$ cat config.mk
export PLATFORM = sky130hd
export DESIGN_NAME = wfs_top
export DESIGN_NICKNAME = d
export VERILOG_FILES = /design/src/rtl/wfs_top.v
export VERILOG_INCLUDE_DIRS = /design/src /design/src/rtl
export SDC_FILE = /design/constraint.sdc
export NUM_CORES = 1
export LEC_CHECK = 0
export BUFFER_PORTS_ARGS = -buffer_cell sky130_fd_sc_hd__buf_2
export CAP_MARGIN = 10
export CORE_MARGIN = 2
export CORE_UTILIZATION = 35
export CTS_BUF_LIST = sky130_fd_sc_hd__clkbuf_16
export DETAILED_ROUTE_END_ITERATION = 7
export GPL_TIMING_DRIVEN = 0
export PLACE_DENSITY_LB_ADDON = 0.25
export SKIP_CTS_REPAIR_TIMING = 1
export SLEW_MARGIN = 25
export SYNTH_ARGS = -nofsm -noshare
export SYNTH_HDL_FRONTEND = slang
export SYNTH_SLANG_ARGS = --single-unit
$ cat constraint.sdc
create_clock -name MCLK -period 4.2 [get_ports MCLK]
set_input_delay 0.63 -clock MCLK [delete_from_list [all_inputs] [get_ports MCLK]]
set_output_delay 0.63 -clock MCLK [all_outputs]
set_load 0.005 [all_outputs]
$ cat src/rtl/wfs_regs.vh
// Register map, field positions and reset values of the fall, shutdown and steering block
// Behaviour
// - Seven falling source enables, bits six to zero
// - Disabled falling source starts no falling event; a phase delay already running still fires
// - Edge mode: high-to-low, then phase delay
// - Level mode: low level falls at once
// - Bit seven shows shutdown state
// - B/D override: one, zero, tristate, inactive
// - Four shutdown sources, active when low
// - Disabled shutdown source never causes shutdown
// - Static data bits seven to four
// - Steer bit one: waveform with polarity
// - Steer bit zero: static data level
// - Auto-restart clears shutdown on a rising event when sources idle
// - Without auto-restart, software clears shutdown
// - Six-bit falling phase delay in clocks
`ifndef WFS_REGS_VH
`define WFS_REGS_VH
`define WFS_OFF_FALL_EN    12'h000
`define WFS_OFF_FALL_MODE  12'h004
`define WFS_OFF_SD_CTRL    12'h008
`define WFS_OFF_SD_SRC     12'h00c
`define WFS_OFF_STEER      12'h010
`define WFS_OFF_PHASE      12'h014
`define WFS_OFF_POLARITY   12'h018
`define WFS_OFF_INT_STAT   12'h01c
`define WFS_OFF_INT_MASK   12'h020
`define WFS_FALL_MASK      8'h7f
`define WFS_SD_CTRL_MASK   8'hfc
`define WFS_SD_SRC_MASK    8'h0f
`define WFS_PHASE_MASK     8'h3f
`define WFS_POL_MASK       8'h0f
`define WFS_INT_MASK_BITS  8'h03
`define WFS_SD_ACTIVE_BIT  7
`define WFS_AUTO_RST_BIT   6
`define WFS_OVR_BD_LSB     4
`define WFS_OVR_AC_LSB     2
`define WFS_OVR_ONE        2'b11
`define WFS_OVR_ZERO       2'b10
`define WFS_OVR_TRI        2'b01
`define WFS_OVR_INACTIVE   2'b00
`define WFS_RESET_VALUE    8'h00
`define WFS_INT_SD_BIT     0
`define WFS_INT_FALL_BIT   1
`endif

$ cat src/rtl/wfs_top.v
// Falling event select, auto-shutdown and output steering of the waveform generator
`timescale 1ns/1ps
`include "wfs_regs.vh"
module wfs_top #(
  parameter PHASE_W = 6
) (
  input  wire        MCLK,
  input  wire        RESET,
  input  wire        PSEL,
  input  wire        PENABLE,
  input  wire        PWRITE,
  input  wire [11:0] PADDR,
  input  wire [31:0] PWDATA,
  output reg  [31:0] PRDATA,
  output reg         PREADY,
  output reg         PSLVERR,
  input  wire [6:0]  FALL_SRC,
  input  wire [3:0]  SD_SRC,
  input  wire        RISE_EVENT,
  input  wire [3:0]  WAVE_IN,
  output reg         FALL_EVENT,
  output reg  [3:0]  WAVE_OUT,
  output reg  [3:0]  WAVE_OE_N,
  output reg         IRQ
);

  // Control registers
  reg [7:0] fall_en;
  reg [7:0] fall_mode;
  reg [7:0] sd_ctrl;
  reg [7:0] sd_src_en;
  reg [7:0] steer;
  reg [7:0] phase;
  reg [7:0] polarity;
  reg [7:0] int_stat;
  reg [7:0] int_mask;

  // Synchronisers for outside sources
  reg [6:0] fall_s1;
  reg [6:0] fall_s2;
  reg [6:0] fall_prev;
  reg [3:0] sd_s1;
  reg [3:0] sd_s2;

  // Phase delay state
  reg               delay_busy;
  reg [PHASE_W-1:0] delay_cnt;

  wire        apb_access = PSEL & PENABLE;
  wire        apb_wr     = apb_access & PWRITE;
  wire        reg_wr     = apb_wr & ~PREADY;                        // Write lands in the first access cycle
  wire [11:0] addr_word  = PADDR;                                   // Misaligned offsets match no register
  wire [7:0]  wdat       = PWDATA[7:0];

  // Enabled sources only; disabled ones are ignored
  wire [6:0] fall_act   = fall_en[6:0];
  wire [6:0] edge_hits  = fall_act & fall_mode[6:0] & fall_prev & ~fall_s2;
  wire [6:0] level_hits = fall_act & ~fall_mode[6:0] & ~fall_s2;
  wire       edge_any   = |edge_hits;
  wire       level_any  = |level_hits;
  wire       sd_request = |(sd_src_en[3:0] & ~sd_s2);
  wire       sd_active  = sd_ctrl[`WFS_SD_ACTIVE_BIT];
  wire       auto_rst   = sd_ctrl[`WFS_AUTO_RST_BIT];
  wire [1:0] ovr_bd     = sd_ctrl[`WFS_OVR_BD_LSB+1:`WFS_OVR_BD_LSB];
  wire [1:0] ovr_ac     = sd_ctrl[`WFS_OVR_AC_LSB+1:`WFS_OVR_AC_LSB];

  reg       next_fall_event;
  reg [7:0] next_sd_ctrl;
  reg [3:0] next_out;
  reg [3:0] next_oe_n;
  reg [31:0] next_rdata;
  reg       next_err;

  // Known offset test
  function mapped;
    input [11:0] a;
    begin
      mapped = (a <= `WFS_OFF_INT_MASK) && (a[1:0] == 2'b00);
    end
  endfunction

  // One output pin under override code
  function [1:0] override_pin;
    input [1:0] code;
    input       pol;
    begin
      case (code)
        `WFS_OVR_ONE:  override_pin = 2'b10;
        `WFS_OVR_ZERO: override_pin = 2'b00;
        `WFS_OVR_TRI:  override_pin = 2'b01;
        default:       override_pin = {pol, 1'b0};       // Inactive level with polarity
      endcase
    end
  endfunction

  // Shutdown state: sources set it, restart clears it on a rising event
  always @* begin
    next_sd_ctrl = sd_ctrl;
    if (reg_wr && addr_word == `WFS_OFF_SD_CTRL) begin
      next_sd_ctrl = wdat & `WFS_SD_CTRL_MASK;
      next_sd_ctrl[`WFS_SD_ACTIVE_BIT] = sd_active & wdat[`WFS_SD_ACTIVE_BIT];
    end
    if (auto_rst && sd_active && !sd_request && RISE_EVENT) begin
      next_sd_ctrl[`WFS_SD_ACTIVE_BIT] = 1'b0;
    end
    if (sd_request) begin
      next_sd_ctrl[`WFS_SD_ACTIVE_BIT] = 1'b1;
    end
  end

  // Falling event: level at once, edge after the phase count
  always @* begin
    next_fall_event = level_any;
    if (delay_busy && delay_cnt == {PHASE_W{1'b0}}) begin
      next_fall_event = 1'b1;
    end
    if (edge_any && phase[PHASE_W-1:0] == {PHASE_W{1'b0}}) begin
      next_fall_event = 1'b1;
    end
  end

  // Output steering and override
  integer i;
  reg [1:0] ovr;
  always @* begin
    next_out  = 4'h0;
    next_oe_n = 4'h0;
    ovr       = 2'b00;
    for (i = 0; i < 4; i = i + 1) begin
      if (sd_active) begin
        ovr = override_pin((i == 1 || i == 3) ? ovr_bd : ovr_ac, polarity[i]);
        next_out[i]  = ovr[1];
        next_oe_n[i] = ovr[0];
      end else if (steer[i]) begin
        next_out[i] = WAVE_IN[i] ^ polarity[i];
      end else begin
        next_out[i] = steer[i+4];
      end
    end
  end

  // Read mux
  always @* begin
    next_rdata = 32'h0000_0000;
    next_err   = !mapped(addr_word) || PADDR[1:0] != 2'b00;
    case (addr_word)
      `WFS_OFF_FALL_EN:   next_rdata[7:0] = fall_en;
      `WFS_OFF_FALL_MODE: next_rdata[7:0] = fall_mode;
      `WFS_OFF_SD_CTRL:   next_rdata[7:0] = sd_ctrl;
      `WFS_OFF_SD_SRC:    next_rdata[7:0] = sd_src_en;
      `WFS_OFF_STEER:     next_rdata[7:0] = steer;
      `WFS_OFF_PHASE:     next_rdata[7:0] = phase;
      `WFS_OFF_POLARITY:  next_rdata[7:0] = polarity;
      `WFS_OFF_INT_STAT:  next_rdata[7:0] = int_stat;
      `WFS_OFF_INT_MASK:  next_rdata[7:0] = int_mask;
      default:            next_rdata = 32'h0000_0000;
    endcase
  end

  // Synchronisers
  always @(posedge MCLK) begin
    if (RESET) begin
      fall_s1   <= 7'h7f;
      fall_s2   <= 7'h7f;
      fall_prev <= 7'h7f;
      sd_s1     <= 4'hf;
      sd_s2     <= 4'hf;
    end else begin
      fall_s1   <= FALL_SRC;
      fall_s2   <= fall_s1;
      fall_prev <= fall_s2;
      sd_s1     <= SD_SRC;
      sd_s2     <= sd_s1;
    end
  end

  // Phase delay counter; a new edge restarts it
  always @(posedge MCLK) begin
    if (RESET) begin
      delay_busy <= 1'b0;
      delay_cnt  <= {PHASE_W{1'b0}};
    end else if (edge_any && phase[PHASE_W-1:0] != {PHASE_W{1'b0}}) begin
      delay_busy <= 1'b1;
      delay_cnt  <= phase[PHASE_W-1:0] - {{(PHASE_W-1){1'b0}}, 1'b1};
    end else if (delay_busy) begin
      delay_busy <= delay_cnt != {PHASE_W{1'b0}};
      delay_cnt  <= delay_cnt - {{(PHASE_W-1){1'b0}}, 1'b1};
    end
  end

  // Register file: one process per register, each written only in the first access cycle
  // Unimplemented bits are masked at the write so they always read as zero

  // Falling source enables
  always @(posedge MCLK) begin
    if (RESET) begin
      fall_en <= `WFS_RESET_VALUE;
    end else if (reg_wr && addr_word == `WFS_OFF_FALL_EN) begin
      fall_en <= wdat & `WFS_FALL_MASK;
    end
  end

  // Falling source modes
  always @(posedge MCLK) begin
    if (RESET) begin
      fall_mode <= `WFS_RESET_VALUE;
    end else if (reg_wr && addr_word == `WFS_OFF_FALL_MODE) begin
      fall_mode <= wdat & `WFS_FALL_MASK;
    end
  end

  // Shutdown control; status bit follows sources, restart and clears
  always @(posedge MCLK) begin
    if (RESET) begin
      sd_ctrl <= `WFS_RESET_VALUE;
    end else begin
      sd_ctrl <= next_sd_ctrl;
    end
  end

  // Shutdown source enables
  always @(posedge MCLK) begin
    if (RESET) begin
      sd_src_en <= `WFS_RESET_VALUE;
    end else if (reg_wr && addr_word == `WFS_OFF_SD_SRC) begin
      sd_src_en <= wdat & `WFS_SD_SRC_MASK;
    end
  end

  // Static data and steering bits
  always @(posedge MCLK) begin
    if (RESET) begin
      steer <= `WFS_RESET_VALUE;
    end else if (reg_wr && addr_word == `WFS_OFF_STEER) begin
      steer <= wdat;
    end
  end

  // Falling phase delay count
  always @(posedge MCLK) begin
    if (RESET) begin
      phase <= `WFS_RESET_VALUE;
    end else if (reg_wr && addr_word == `WFS_OFF_PHASE) begin
      phase <= wdat & `WFS_PHASE_MASK;
    end
  end

  // Output polarity
  always @(posedge MCLK) begin
    if (RESET) begin
      polarity <= `WFS_RESET_VALUE;
    end else if (reg_wr && addr_word == `WFS_OFF_POLARITY) begin
      polarity <= wdat & `WFS_POL_MASK;
    end
  end

  // Interrupt mask
  always @(posedge MCLK) begin
    if (RESET) begin
      int_mask <= `WFS_RESET_VALUE;
    end else if (reg_wr && addr_word == `WFS_OFF_INT_MASK) begin
      int_mask <= wdat & `WFS_INT_MASK_BITS;
    end
  end

  // Status events and write-one clears
  wire [7:0] int_clr = (reg_wr && addr_word == `WFS_OFF_INT_STAT) ? wdat : 8'h00;
  wire [7:0] int_set = {6'h00, next_fall_event, sd_request & ~sd_active};

  // Sticky status; an event in the clear cycle survives
  always @(posedge MCLK) begin
    if (RESET) begin
      int_stat <= `WFS_RESET_VALUE;
    end else begin
      int_stat <= (int_stat & ~int_clr) | int_set;
    end
  end

  // Level interrupt from unmasked status
  always @(posedge MCLK) begin
    if (RESET) begin
      IRQ <= 1'b0;
    end else begin
      IRQ <= |(int_stat & int_mask);
    end
  end

  // Ready one cycle after the access is taken
  always @(posedge MCLK) begin
    if (RESET) begin
      PREADY <= 1'b0;
    end else begin
      PREADY <= apb_access & ~PREADY;
    end
  end

  // Read data stands with ready
  always @(posedge MCLK) begin
    if (RESET) begin
      PRDATA <= 32'h0000_0000;
    end else begin
      PRDATA <= next_rdata;
    end
  end

  // Error response for unmapped or misaligned offsets
  always @(posedge MCLK) begin
    if (RESET) begin
      PSLVERR <= 1'b0;
    end else begin
      PSLVERR <= apb_access & ~PREADY & next_err;
    end
  end

  // Falling event output
  always @(posedge MCLK) begin
    if (RESET) begin
      FALL_EVENT <= 1'b0;
    end else begin
      FALL_EVENT <= next_fall_event;
    end
  end

  // Pin levels
  always @(posedge MCLK) begin
    if (RESET) begin
      WAVE_OUT <= 4'h0;
    end else begin
      WAVE_OUT <= next_out;
    end
  end

  // Pin output enables, low while driven
  always @(posedge MCLK) begin
    if (RESET) begin
      WAVE_OE_N <= 4'h0;
    end else begin
      WAVE_OE_N <= next_oe_n;
    end
  end

endmodule // wfs_top

==> summary by stage, run 1 <==
Setup path
The worst setup path is launched from a register. The number of buffers and inverters on the critical path is 0. On the worst path, the slowest cell contributes a delay of 0.59 ns. The critical path's top delay family is simple AND/OR/NAND/NOR gates. The signal on the critical path passes through or4_4, nor3_4, o21bai_4, mux2i_1, ha_1, and3_1, a21boi_0, o311a_1. For flop-to-flop paths, the worst setup slack is 1.48 ns.

The critical path is of the reg -> reg type. The kind of end point of the critical path is a register. The critical path data required time is 4.43 ns. Along the worst path, the maximum fanout reaches 10. The arrival time of data at the critical path endpoint is 2.96 ns. The largest individual stage delay along the critical path comes from the cell sky130_fd_sc_hd__or4_4.

Yosys
After synthesis, the cell types taking the most area are sky130_fd_sc_hd__dfxtp_1 (45%), sky130_fd_sc_hd__mux2i_1 (11%), sky130_fd_sc_hd__nor2_1 (5.2%). Dividing the synthesized area by the synthesized cell count gives 9.26 sq um. The total of warnings raised by yosys is 0. Of the post-synthesis cell area, the dominant cell type holds 45.0%. The post-synthesis cell type with the largest combined area is sky130_fd_sc_hd__dfxtp_1. After synthesis, flip-flops and latches occupy 45.0% of the total area.

The number of register bits inferred by synthesis is 106. The share of synthesized flip-flops with an asynchronous set or reset is 0%. For this run, the leading register cell type out of synthesis is sky130_fd_sc_hd__dfxtp_1.

The number of synthesized flops with an enable pin is 0. Counting distinct cell types in the post-synthesis netlist gives 63. The number of instances in the synthesized netlist is 510. The mapped netlist covers 4720 sq um.

Detailed routing
After the first detailed-routing iteration, the DRC count stood at 277. Dividing the detail-routed wire length by the instance count gives 16.2 um. The total number of vias is 3959. The routed design has 12600 um of wire. The number of nets still failing antenna checks after routing is 0.

The post-detailed-route DRC marker count is 0. The number of optimization iterations in the first detailed-route pass is 5. The average via count per standard cell is 5.10.

Floorplan
The die is 120 um wide. The floorplan step defined a die boundary enclosing 14400 sq um. The core region is 13200 sq um. Row generation in the floorplan step produced 42 rows. The count of boundary I/O pins is 109. The initial cell density of the core is 35.8%. The floorplan step set the die height to 120 um.

CTS
TritonCTS built the clock tree. The clock-pin slew on the worst setup and hold paths is 0.07 ns. CTS saw 106 sinks. The number of buffers inserted during clock tree synthesis is 9. The clock root buffer is sky130_fd_sc_hd__clkbuf_16. The clock tree buffer depth is 2.

CTS built an H-tree with a depth of 3. At the later pin of the worst-skew pair, clock insertion delay measures 0.35 ns.

Pwr
Across the VDD grid, the largest voltage drop is 0.298 mV. For this design the static power due to leakage is 2.40 nW. Power spread over the standard cell area amounts to 358 nW/um^2.

Final layout
Fill cells in the final layout number 1350. The ratio of cells with drive above 1 in the final layout is 24.3%. The area added between synthesis and finish is 18.6%. The multi-input combinational cells in the finished layout cover a total of 2350 sq um. 0 antenna diodes ended up in the layout.

The area of all sequential standard cells is 2120 sq um. For this run, the post-layout net count is 662.

Timing
Setup violations remaining at the end of the flow were counted as 0. The transition at the pin with the smallest max-transition slack is 0.786 ns. The clock arrives with 0.00768 ns of skew. Setup repair after global routing left no endpoint under its margin. The clock period minus worst slack is 2.72 ns. The worst pin sits at a relative slew slack of 47.6%. The final count of pins violating max slew was 0.

Setup slack on the critical path of the routed design comes to 1.48 ns. In the finished design, the share of the clock period the worst path needs comes to 64.9%. Summed over all failing endpoints, the final setup total negative slack is 0 ns. The final hold violation count is 0. For this run, the top clock speed supported by timing is 367 MHz.

Status
The flow ran to the end, and the final reports show no timing, DRC or antenna violations.

Min path
The type of the worst min-delay path is reg -> reg.

Global routing
The remaining global-route overflow is 0. The via count of the first global-routing pass was 3606. The number of antenna violations at the first check in global routing is 0. The total routing usage reported by global routing is 18.2%. The first-pass GRT wire length is 19900 um. Entering global routing, the biggest net connects 20 pins.

Run
Across the run, the number of max-cap violations was 0.

Place
The HPWL after detailed placement is 9330 um. The final estimated routing congestion in global placement is 0.944. Port buffering added 52 buffers.

At the placement stage, the worst setup path has a slack of 1.51 ns.
where the power goes:
group / internal (mW) / switching [mW] / total [mW]
combinational: 0.0486 / 0.0709 / 0.120
sequential: 1.02 / 0.00384 / 1.02
clock: 0.473 / 0.393 / 0.865
total: 1.54 / 0.468 / 2.01
cell families (layout without fill, tap and decap cells):
logic type / Yosys count / after routing / share of synthesized area, %
other cells: 1 / 24 / 0.0794
buf+inv: 59 / 127 / 7.02
xor+xnor: 7 / 7 / 1.30
mux: 53 / 53 / 11.6
flops: 106 / 106 / 45.0
simple gates: 213 / 213 / 24.6
fa+ha+maj: 1 / 1 / 0.265
compound gates: 70 / 70 / 10.2
registers in the layout, summed over array words and instances, names as in the netlist:
signal      count
delay_busy      1
PSLVERR         1
WAVE_OUT        4
sd_ctrl         6
PRDATA          8
fall_en         7
sd_src_en       4
int_mask        2
delay_cnt       6
steer           8
FALL_EVENT      1
fall_s2         7
fall_mode       7
int_stat        8
phase           6
fall_prev       7
PREADY          1
polarity        4
sd_s1           4
IRQ             1
WAVE_OE_N       2
sd_s2           4
fall_s1         7
area by class of cell:
class / count / share of cell area (%)
clock inverters: 7 / 1.50
inverters: 7 / 0.469
multi-input cells: 368 / 42.1
repair buffers: 52 / 4.65
plain buffers: 52 / 5.45
flip-flops and latches: 106 / 37.9
well taps: 176 / 3.93
clock buffers: 9 / 4.02
routing by layer:
| layer | track usage [%] | vias to the layer above | share of wire (%) |
|---|---|---|---|
| met4 | 6.40 | 0 | 1.8 |
| met5 | 0 | - | 0 |
| met2 | 26.6 | 172 | 43 |
| met3 | 4.75 | 14 | 9.3 |
| met1 | 25.7 | 1865 | 46 |
| li1 | - | 1908 | - |
path summary, 6_finish.rpt:
check | cells past startpoint | startpoint | end
max | 8 | phase[0] | delay_cnt[4]
min | 1 | sd_s1[0] | sd_s2[0]
max reg2reg | 8 | phase[0] | delay_cnt[4]
min reg2reg | 1 | sd_s1[0] | sd_s2[0]
placed cells by master (no fill, tap or decap), types with 8 or more instances in the layout:
cell	n
sky130_fd_sc_hd__buf_2	56
sky130_fd_sc_hd__nand3_1	17
sky130_fd_sc_hd__dfxtp_1	106
sky130_fd_sc_hd__mux2i_1	50
sky130_fd_sc_hd__a21oi_1	26
sky130_fd_sc_hd__nor3b_1	8
sky130_fd_sc_hd__nand2_1	32
sky130_fd_sc_hd__or2_2	31
sky130_fd_sc_hd__nor3_1	11
sky130_fd_sc_hd__clkbuf_1	19
sky130_fd_sc_hd__o21ai_0	8
sky130_fd_sc_hd__nor2_1	65
sky130_fd_sc_hd__clkbuf_16	9
sky130_fd_sc_hd__buf_4	28
sky130_fd_sc_hd__nand4b_1	8
sky130_fd_sc_hd__conb_1	24
per-stage QoR:
stage	hold WS [ns]	utilization, %	total power, mW	cells	area (sq um)
after CTS	0.414	42.4	2.03	777	5600
after global routing	0.429	42.4	2.08	777	5600
final	0.413	42.4	2.01	777	5600
after detailed placement	0.395	40.1	1.16	761	5290
after global placement	0.393	40.1	1.16	761	5290
after floorplan	0.389	-	1.11	533	4810
cell usage after synthesis, drive strengths merged (2+ instances only):
cell type	instances
nor3b	8
nand4	3
and3b	2
mux2i	50
nor3	13
or4	3
and2	3
xnor2	6
nor4bb	2
nand2b	4
and4	2
o22ai	2
nand2	32
a2bb2oi	4
nor2	66
a21boi	2
o21ai	8
nor2b	4
a32oi	2
a31oi	3
a21oi	26
nand3b	3
nand4b	8
o31ai	3
a221o	2
buf	33
nor4	3
a221oi	4
and3	5
a311oi	2
or2	31
a22oi	3
inv	6
nand3	19
dfxtp	106
clkbuf	19
mux2	2
Power figures use the tool's default switching activity.
==> inputs of run 2 (changes only) <==
- clock period: 4.2 -> 2.8 ns (I/O delays scaled with it)
==> run 2 against run 1 <==
  * Fmax up 1.8%
  * Wire length is 0.58% higher
  * Clock-buffer cell count unchanged
  * Critical path type unchanged
  * Cell area grew 0.98%
==> summary by stage, run 2 (same netlist as run 1, synthesis figures left out) <==
Pwr
The maximum vdd ir drop is 0.449 mV (+50%). The post-route total power is 3.01 mW (+50%). The power density over the cells is 533 nW/um^2 (+49%). The leakage dissipation is 2.43 nW (+1.2%).

Final layout
The final net count is 669 (+1.1%). The ratio of cells with drive above 1 in the final layout came to 25.3% (+1.0 points). The total inserted antenna cells is 0 (unchanged). Compared with the post-synthesis result, the final layout area differs by 19.7%. The total of fill cells in the finished design is 1353 (+0.22%). The largest registers in the layout are PRDATA x8, int_stat x8, steer x8. The post-route cell area came to 5650 sq um (+0.98%). In the layout the commonest cells are sky130_fd_sc_hd__dfxtp_1 (106), sky130_fd_sc_hd__nor2_1 (65), sky130_fd_sc_hd__buf_2 (56), sky130_fd_sc_hd__mux2i_1 (50), sky130_fd_sc_hd__buf_4 (35). The library cell used most frequently in the layout, excluding fill and tap cells, is sky130_fd_sc_hd__dfxtp_1.

Timing
The final hold violation count came to 0 (unchanged). The share of the clock period used by the worst path after layout was 95.6% (+31 points). The final count of pins violating max slew is 0 (unchanged). The clock period minus worst slack came to 2.68 ns (-0.0478 ns).

The post-route clock skew is 0.00714 ns (-0.000537 ns). The count of endpoints failing setup in the final report is 0 (unchanged). The transition at the pin with the smallest max-transition slack is 0.778 ns (-0.00733 ns). The relative slew slack is 48.1% (+0.49 points). The worst slack on hold paths is 0.246 ns (-0.167 ns). The achievable clock frequency is 374 MHz (+1.8%).

Floorplan
The die footprint came to 14400 sq um (unchanged). The chip width is 120 um (unchanged). The number of placement rows came to 42 (unchanged).

The area inside the core boundary is 13200 sq um (unchanged). The count of boundary I/O pins is 109 (unchanged). The initial cell density of the core is 35.8% (unchanged). The y dimension of the die is 120 um (unchanged).

Detailed routing
The post-detailed-route DRC marker count is 0 (unchanged). The number of optimization iterations in the first detailed-route pass came to 5 (unchanged). The number of nets still failing antenna checks after routing was 0 (unchanged). The total number of vias is 3992 (+0.83%). The wire length per cell is 16.2 um (-0.32%). The average via count per standard cell was 5.09 (about the same). The starting DRC count in detailed routing is 289 (+4.3%). The total detailed-routing wirelength is 12700 um (+0.58%).

Min path
The path class of the tightest hold or removal check is in -> reg.

Setup path
The critical path data required time is 3.04 ns (-1.39 ns). The kind of end point of the critical path is a register. The critical path is of the reg -> reg type. The launching element type of the critical path is a register. The arrival time of data at the critical path endpoint is 2.91 ns (-0.05 ns). The largest driver fanout on the critical path is 8 (-2). The worst reg-to-reg setup slack is 0.12 ns (-1.35 ns).

CTS
The H-tree depth was 3 (unchanged). The clock insertion delay at the later pin of the skew report is 0.35 ns (about the same). The clock root buffer is sky130_fd_sc_hd__clkbuf_16. The clock-pin slew on the worst setup and hold paths is 0.07 ns (about the same). The clock tree buffer depth is 2 (unchanged). The CTS tree is done.

The number of buffers inserted during clock tree synthesis is 9 (unchanged). The total number of clock tree sinks came to 106 (unchanged).

Global routing
The via count of the first global-routing pass is 3606 (unchanged). The remaining global-route overflow is 0 (unchanged). The first-pass GRT wire length is 19900 um (unchanged).

The total routing usage reported by global routing came to 18.2% (unchanged). The number of antenna violations at the first check in global routing is 0 (unchanged). The layer flagged by global routing as most heavily used is met2. The pin count of the biggest net entering global routing is 20 (unchanged). The met3 demand-to-capacity share in global routing is 4.75% (unchanged). The met1 capacity usage during global routing was 25.7% (unchanged). The met2 usage in global routing is 26.6% (unchanged).

Place
The final estimated routing congestion in global placement is 0.944 (unchanged). The HPWL after detailed placement was 9330 um (unchanged). The placement-stage cell area was 5290 sq um (unchanged). The count of buffers inserted at the top-level ports is 52 (unchanged).

Run
The max capacitance violation total is 0 (unchanged).

Status
The run finished with clean final reports.
## run 2: layout make-up
| type | instances | area [sq um] | area share [%] |
|---|---|---|---|
| inverters | 7 | 26.3 | 0.465 |
| well taps | 176 | 220 | 3.90 |
| repair buffers | 59 | 313 | 5.53 |
| plain buffers | 52 | 305 | 5.40 |
| multi-input cells | 368 | 2360 | 41.7 |
| flip-flops and latches | 106 | 2120 | 37.5 |
| clock buffers | 9 | 225 | 3.98 |
| clock inverters | 7 | 83.8 | 1.48 |
## run 2: path summary, 6_finish.rpt
| kind | from | endpoint | cells past startpoint |
|---|---|---|---|
| setup / recovery | phase[0] | delay_cnt[4] | 8 |
| hold / removal | FALL_SRC[1] | fall_s1[1] | 2 |
| setup reg to reg | phase[0] | delay_cnt[4] | 8 |
| hold reg to reg | sd_s1[0] | sd_s2[0] | 1 |
## run 2: stage by stage
| stage | setup TNS [ns] | util, % | cells | setup slack (ns) |
|---|---|---|---|---|
| detailed placement | 0 | 40.1 | 761 | 0.112 |
| finish | 0 | 42.8 | 784 | 0.123 |
| floorplan | 0 | - | 533 | 0.403 |
| global route | -0.0161 | 42.8 | 784 | -0.0161 |
| CTS | 0 | 42.4 | 777 | 0.0772 |
| global placement | 0 | 40.1 | 761 | 0.147 |
## run 2: per-layer routing
layer  up-vias  wire length, um  part of all wire, %
met2       178             5400                   43
met5         -                0                    0
met1      1880             5840                   46
met3        16             1210                  9.6
li1       1918                -                    -
met4         0              231                  1.8
## run 2: critical path: stages, from the launching register on
cell                       delay [ns]
sky130_fd_sc_hd__dfxtp_1         0.39
sky130_fd_sc_hd__or4_4           0.59
sky130_fd_sc_hd__nor3_4          0.27
sky130_fd_sc_hd__o21bai_4        0.22
sky130_fd_sc_hd__mux2i_1         0.24
sky130_fd_sc_hd__ha_2            0.25
sky130_fd_sc_hd__and3_1          0.17
sky130_fd_sc_hd__a21boi_0        0.08
sky130_fd_sc_hd__o311a_1         0.34
## run 2: report_power, final
| group | switching, mW | internal (mW) |
|---|---|---|
| clock network | 0.592 | 0.709 |
| logic | 0.106 | 0.0729 |
| registers | 0.00574 | 1.52 |
